$ cat src/logic/sotd_map.svh
// Byte, field and reset constants of the safe output telegram decoder
`ifndef SOTD_MAP_SVH
`define SOTD_MAP_SVH
`define SOTD_BYTE_SEL_LO 3'h0
`define SOTD_BYTE_SEL_HI 3'h2
`define SOTD_BYTE_RES_A 3'h4
`define SOTD_BYTE_RES_B 3'h5
`define SOTD_SEL_MSB 4
`define SOTD_SEL_LSB 0
`define SOTD_BIT_RES_WARN 0
`define SOTD_BIT_RES_PROT 1
`define SOTD_SEL_RESET 5'h00
`define SOTD_MODE_TWO 2'h0
`define SOTD_MODE_FOUR 2'h1
`define SOTD_MODE_MULTI 2'h2
`endif

$ cat src/logic/sotd_pkg.sv
// Types of the safe output telegram decoder
package sotd_pkg;
  typedef enum logic [1:0] {
    SOTD_TWO_FUNC = 2'b00,
    SOTD_TWO_FOUR = 2'b01,
    SOTD_TWO_MULTI = 2'b10,
    SOTD_BAD_MODE = 2'b11
  } sotd_mode_type;
  typedef struct packed {
    logic warn_restart;
    logic prot_restart;
  } sotd_restart_type;
  typedef struct packed {
    logic [4:0] sel_a;
    logic [4:0] sel_b;
    logic [4:0] sel_joint_lo;
    logic [4:0] sel_joint_hi;
    logic [4:0] bank_sel;
    logic [4:0] field_sel;
    sotd_restart_type res_a;
    sotd_restart_type res_b;
  } sotd_out_type;
endpackage

$ cat src/logic/sotd_byte_store.sv
// Six-byte telegram store with registered read-out
`timescale 1ns/1ps
module sotd_byte_store import sotd_pkg::*; #(
  parameter int DEPTH = 6
) (
  input wire logic clk,
  input wire logic rst_n,
  input wire logic ce,
  input wire logic wr_en,
  input wire logic [7:0] wr_data [DEPTH],
  output logic [7:0] rd_data [DEPTH]
);
  logic [7:0] mem_reg [DEPTH];
  logic [7:0] mem_next [DEPTH];

  always_comb begin
    for (int i = 0; i < DEPTH; i++) begin
      mem_next[i] = wr_en ? wr_data[i] : mem_reg[i];
    end
  end

  always_ff @(posedge clk or negedge rst_n) begin
    if (!rst_n) begin
      for (int i = 0; i < DEPTH; i++) begin
        mem_reg[i] <= 8'h00;
      end
    end else if (ce) begin
      mem_reg <= mem_next;
    end
  end

  assign rd_data = mem_reg;
endmodule // sotd_byte_store

$ cat src/logic/sotd_decoder.sv
// Safe output telegram decoder for the two-function modes
// Functional notes
// [RULE1] Two-function: byte 0 bits 0-4 select A
// [RULE2] Two-function: byte 2 bits 0-4 select B
// [RULE3] Byte 4 bits 0,1: restart A, active high
// [RULE4] Byte 5 bits 0,1: restart B, active high
// [RULE5] Four-field: byte 0 group one, joint A,B
// [RULE6] Four-field: byte 2 group two, joint A,B
// [RULE7] Multi-config: byte 0 selects shared bank
// [RULE8] Multi-config: byte 2 selects shared field
// [RULE9] Bytes keep module index in telegram
// [RULE10] Reserved bits zero from host, ignored here
`timescale 1ns/1ps
`include "sotd_map.svh"
module sotd_decoder import sotd_pkg::*; (
  input wire logic clk,
  input wire logic nrst,
  input wire logic ce,
  input wire logic [1:0] mode,
  input wire logic tel_valid,
  input wire logic [7:0] tel_byte [6],
  output logic [4:0] switch_input_first_to_fifth,
  output logic [4:0] switch_input_sixth_to_tenth,
  output sotd_out_type dec_out,
  output logic mode_err
);
  // ------------------------------------------------------------
  // Reset release
  // ------------------------------------------------------------
  // Release is timed to the clock so no flop leaves reset a cycle before its neighbour
  logic rst_meta_reg;
  logic rst_sync_reg;

  always_ff @(posedge clk or negedge nrst) begin
    if (!nrst) begin
      rst_meta_reg <= 1'b0;
      rst_sync_reg <= 1'b0;
    end else begin
      rst_meta_reg <= 1'b1;
      rst_sync_reg <= rst_meta_reg;
    end
  end

  // ------------------------------------------------------------
  // Telegram capture
  // ------------------------------------------------------------
  // Bytes are stored at their module index, no reordering
  logic [7:0] store_data [6];
  logic cap_reg;
  logic cap_next;
  logic [1:0] mode_reg;
  logic [1:0] mode_next;

  sotd_byte_store #(.DEPTH(6)) u_store (
    .clk(clk),
    .rst_n(rst_sync_reg),
    .ce(ce),
    .wr_en(tel_valid),
    .wr_data(tel_byte),
    .rd_data(store_data)
  ); // RULE9

  function automatic logic [4:0] sel_field(input logic [7:0] b);
    // Bits 5-7 are reserved and dropped
    sel_field = b[`SOTD_SEL_MSB:`SOTD_SEL_LSB]; // RULE10
  endfunction

  function automatic sotd_restart_type res_field(input logic [7:0] b);
    res_field.warn_restart = b[`SOTD_BIT_RES_WARN];
    res_field.prot_restart = b[`SOTD_BIT_RES_PROT];
  endfunction

  always_comb begin
    cap_next = tel_valid;
    mode_next = tel_valid ? mode : mode_reg;
  end

  always_ff @(posedge clk or negedge rst_sync_reg) begin
    if (!rst_sync_reg) begin
      cap_reg <= 1'b0;
      mode_reg <= 2'h0;
    end else if (ce) begin
      cap_reg <= cap_next;
      mode_reg <= mode_next;
    end
  end

  // ------------------------------------------------------------
  // Mode decode
  // ------------------------------------------------------------
  // Unused selection outputs held at zero so a stale mode never leaks
  sotd_out_type out_reg;
  sotd_out_type out_next;
  logic [4:0] lo_reg;
  logic [4:0] lo_next;
  logic [4:0] hi_reg;
  logic [4:0] hi_next;
  logic err_reg;
  logic err_next;
  logic [4:0] sel_lo;
  logic [4:0] sel_hi;

  always_comb begin
    sel_lo = sel_field(store_data[`SOTD_BYTE_SEL_LO]);
    sel_hi = sel_field(store_data[`SOTD_BYTE_SEL_HI]);
    out_next = out_reg;
    lo_next = lo_reg;
    hi_next = hi_reg;
    err_next = err_reg;
    if (cap_reg) begin
      out_next = '0;
      lo_next = sel_lo;
      hi_next = sel_hi;
      err_next = 1'b0;
      out_next.res_a = res_field(store_data[`SOTD_BYTE_RES_A]); // RULE3
      out_next.res_b = res_field(store_data[`SOTD_BYTE_RES_B]); // RULE4
      case (sotd_mode_type'(mode_reg))
        SOTD_TWO_FUNC: begin
          out_next.sel_a = sel_lo; // RULE1
          out_next.sel_b = sel_hi; // RULE2
        end
        SOTD_TWO_FOUR: begin
          out_next.sel_joint_lo = sel_lo; // RULE5
          out_next.sel_joint_hi = sel_hi; // RULE6
        end
        SOTD_TWO_MULTI: begin
          out_next.bank_sel = sel_lo; // RULE7
          out_next.field_sel = sel_hi; // RULE8
        end
        default: begin
          // Unknown mode: drop all dec_out requests and set mode_err; raw switch inputs still follow bytes 0 and 2
          out_next = '0;
          err_next = 1'b1;
        end
      endcase
    end
  end

  always_ff @(posedge clk or negedge rst_sync_reg) begin
    if (!rst_sync_reg) begin
      out_reg <= '0;
      lo_reg <= `SOTD_SEL_RESET;
      hi_reg <= `SOTD_SEL_RESET;
      err_reg <= 1'b0;
    end else if (ce) begin
      out_reg <= out_next;
      lo_reg <= lo_next;
      hi_reg <= hi_next;
      err_reg <= err_next;
    end
  end

  assign dec_out = out_reg;
  assign switch_input_first_to_fifth = lo_reg;
  assign switch_input_sixth_to_tenth = hi_reg;
  assign mode_err = err_reg;
endmodule // sotd_decoder

$ cat config.mk
export PLATFORM = sky130hd
export DESIGN_NAME = sotd_decoder
export DESIGN_NICKNAME = d
export VERILOG_FILES = /design/src/logic/sotd_pkg.sv /design/src/logic/sotd_byte_store.sv /design/src/logic/sotd_decoder.sv
export VERILOG_INCLUDE_DIRS = /design/src /design/src/logic
export SDC_FILE = /design/constraint.sdc
export NUM_CORES = 1
export LEC_CHECK = 0
export BUFFER_PORTS_ARGS = -buffer_cell sky130_fd_sc_hd__buf_2
export CORE_ASPECT_RATIO = 0.75
export CORE_MARGIN = 4
export CORE_UTILIZATION = 47
export DETAILED_ROUTE_END_ITERATION = 8
export GPL_ROUTABILITY_DRIVEN = 1
export GPL_TIMING_DRIVEN = 0
export PLACE_DENSITY = 0.89
export SKIP_CTS_REPAIR_TIMING = 1
export SLEW_MARGIN = 5
export SYNTH_ARGS = -nofsm -noshare
export SYNTH_HDL_FRONTEND = slang
export SYNTH_SLANG_ARGS = --single-unit
export TNS_END_PERCENT = 1
$ cat constraint.sdc
create_clock -name clk -period 2.44 [get_ports clk]
set_clock_uncertainty 0.1 [all_clocks]
set_input_delay 0.244 -clock clk [delete_from_list [all_inputs] [get_ports clk]]
set_output_delay 0.244 -clock clk [all_outputs]
set_load 0.005 [all_outputs]
==> qor.yml <==
detailed_routing:
  wl_met3_um: 418
  met1_length_mm: 2.367
  routed_via_density: 5.389
  vias: 1552
  drt-total-wl_mm: 5.111
  final_antenna_net_count: 0
  top_layer: "met4"
  drt-initial-drc-count: 69
  drt_first_pass_iters: 4
  routedWlPerCell_um: 17.75
  wl_met2_mm: 2.256
  drcViolationCount: 0
worst_setup_path:
  crit_path_end_kind: "flop"
  critical_path_class: "flop to flop"
  crit_required_ns: 2.56
  worst_ep_arrival_time_ns: 1.55
  reg2reg_slack_ns: 1.01
  cp_max_fo: 10
  start_kind: "flop"
clock_network:
  cts_inserted_buffers: 9
  clockBufferDepth: 2
  clk_latency_ns: 0.33
  cts_tree: "yes"
  cts.sinks: 64
  clockRootBuffer: "clkbuf_8"
  clk_pin_slew_worst_paths_ns: 0.07
  cts.htree.levels: 3
sta:
  setup_violations: 0
  max-slew-margin-rel: 0.5158
  finalHoldViolCount: 0
  finalCriticalPeriod_ns: 1.432
  timing.fmax_mhz: 698.2
  maxSlewViolCount: 0
  worst_slew_pin_slew_ns: 0.7264
  whs_ns: 0.04409
  period_share: 0.5870
  rsz0062_at_grt: "false"
  fin_setup_tns_ns: 0
global_routing:
  grt_usage: 0.1804
  antenna_found_initial: 0
  overflow: 0
  grt_max_degree: 34
  grt_pass1_vias: 1527
  grt_pass1_wl_mm: 8.148
synthesis:
  avgSynthCellArea_um2: 15.75
  ys_seq_area_frac: 0.6823
  syn-num-nets: 203
  syn-cell-area_mm2: 0.002347
  netlist_instances: 149
  yosysWarningCount: 0
  synth-seq-cells: 64
  yosysUniqueCellTypes: 16
flow_run:
  maxCapViolations: 0
power_and_ir_drop:
  p_leak_nw: 1.555
  peakVddDrop_mv: 0.5239
  powerDensity_mw_per_mm2: 913.4
placement:
  dp_hpwl_mm: 3.531
  port-buffer-count: 64
  place_congestion: 0.7081
outcome:
  status: "complete, no violations"
cells_and_area:
  post-route-util: 0.6384
  largest_reg_flops: 34
  finalNetCount: 280
  drive_above_1_share: 0.4978
  antenna_cells: 0
  syn2layout_area_growth_pct: 26.49
die:
  dieArea_mm2: 0.006200
  io_pins: 99
  die_h_um: 69.20
  core_area_mm2: 0.004651
  start_util: 0.5047
  row_count: 21
  dieWidth_um: 89.60
worst_hold_path:
  hold_class: "primary input to flop"
-- power by group --
| group | leakage, nW | internal [mW] | total, mW | switching [mW] |
|---|---|---|---|---|
| sequential | 0.810 | 1.25 | 1.38 | 0.135 |
| combinational | 0.642 | 0.261 | 0.435 | 0.175 |
| clock | 0.103 | 0.525 | 0.896 | 0.371 |
-- worst max-delay path, stage by stage (launching register included) --
cell     delay (ns)
dfrtp_1        0.40
nand2_1        0.14
buf_2          0.30
mux2_2         0.37
-- cells in the mapped netlist --
cell	count	area (um2)
nor4bb_1	1	10.01
a41o_1	4	40.04
nand2_2	1	6.260
a22o_1	30	262.8
clkbuf_1	2	7.510
buf_4	1	7.510
o21ai_0	1	5.000
mux2_2	26	292.8
inv_1	2	7.510
mux2i_1	1	10.01
dfrtp_1	64	1602
nand2_1	2	7.510
buf_2	7	35.03
conb_1	1	3.750
and4b_1	2	20.02
a21boi_0	4	30.03
-- routing by layer --
metal	vias up	global-route usage
li1	713	-
met4	0	0.05950
met2	61	0.2427
met5	-	0
met1	769	0.2576
met3	9	0.08195
-- logic make-up after synthesis --
kind of cell,count (synthesis),share of synthesized area
AO/OA/AOI/OAI,39,0.1439
other,1,0.001598
flip-flops,64,0.6823
multiplexers,27,0.1290
buffers and inverters,12,0.02452
AND/OR/NAND/NOR,6,0.01866
-- path summary, 6_finish.rpt --
check / start / to / cells past startpoint
worst max-delay path: cap_reg / switch_input_first_to_fifth[3] / 3
worst min-delay path: tel_byte[8] / u_store.rd_data[8] / 2
worst max register to register: cap_reg / switch_input_first_to_fifth[3] / 3
worst min register to register: rst_sync_reg / dec_out[4] / 0
max in group asynchronous: rst_sync_reg / u_store.rd_data[28] / 1
min in group asynchronous: nrst / rst_sync_reg / 2
-- metrics by stage --
step | power [mW] | instances | instance area, um2 | worst slack, ns
4_1_cts | 2.752 | 287 | 2959 | 0.9966
5_1_grt | 2.866 | 288 | 2969 | 0.9065
6_report | 2.712 | 288 | 2969 | 1.008
3_5_place_dp | 1.841 | 271 | 2760 | 0.9659
3_3_place_gp | 1.812 | 270 | 2739 | -0.1373
2_1_floorplan | 1.602 | 149 | 2347 | 0.4260
-- final cells by class --
| cell class | count | area, um2 |
|---|---|---|
| Inverter | 2 | 7.507 |
| Multi-Input combinational cell | 73 | 688.2 |
| Fill cell | 386 | 1682 |
| Tap cell | 57 | 71.32 |
| Clock inverter | 3 | 40.04 |
| Clock buffer | 13 | 158.9 |
| Buffer | 10 | 50.05 |
| Sequential cell | 64 | 1603 |
| Timing Repair Buffer | 66 | 350.3 |
-- cell usage in the layout, fill, tap and decap left out --
cell type / count
clkbuf_8: 11
a22o_1: 30
buf_12: 1
mux2_2: 26
buf_2: 71
nand2_2: 1
nor4bb_1: 1
dlygate4sd3_1: 1
bufinv_16: 1
a41o_1: 4
clkbuf_1: 4
inv_1: 2
nand2_1: 2
conb_1: 1
buf_4: 1
a21boi_0: 4
dfrtp_2: 1
clkinv_2: 2
o21ai_0: 1
dfrtp_1: 63
and4b_1: 2
mux2i_1: 1
(Power assumes the default switching activity.)
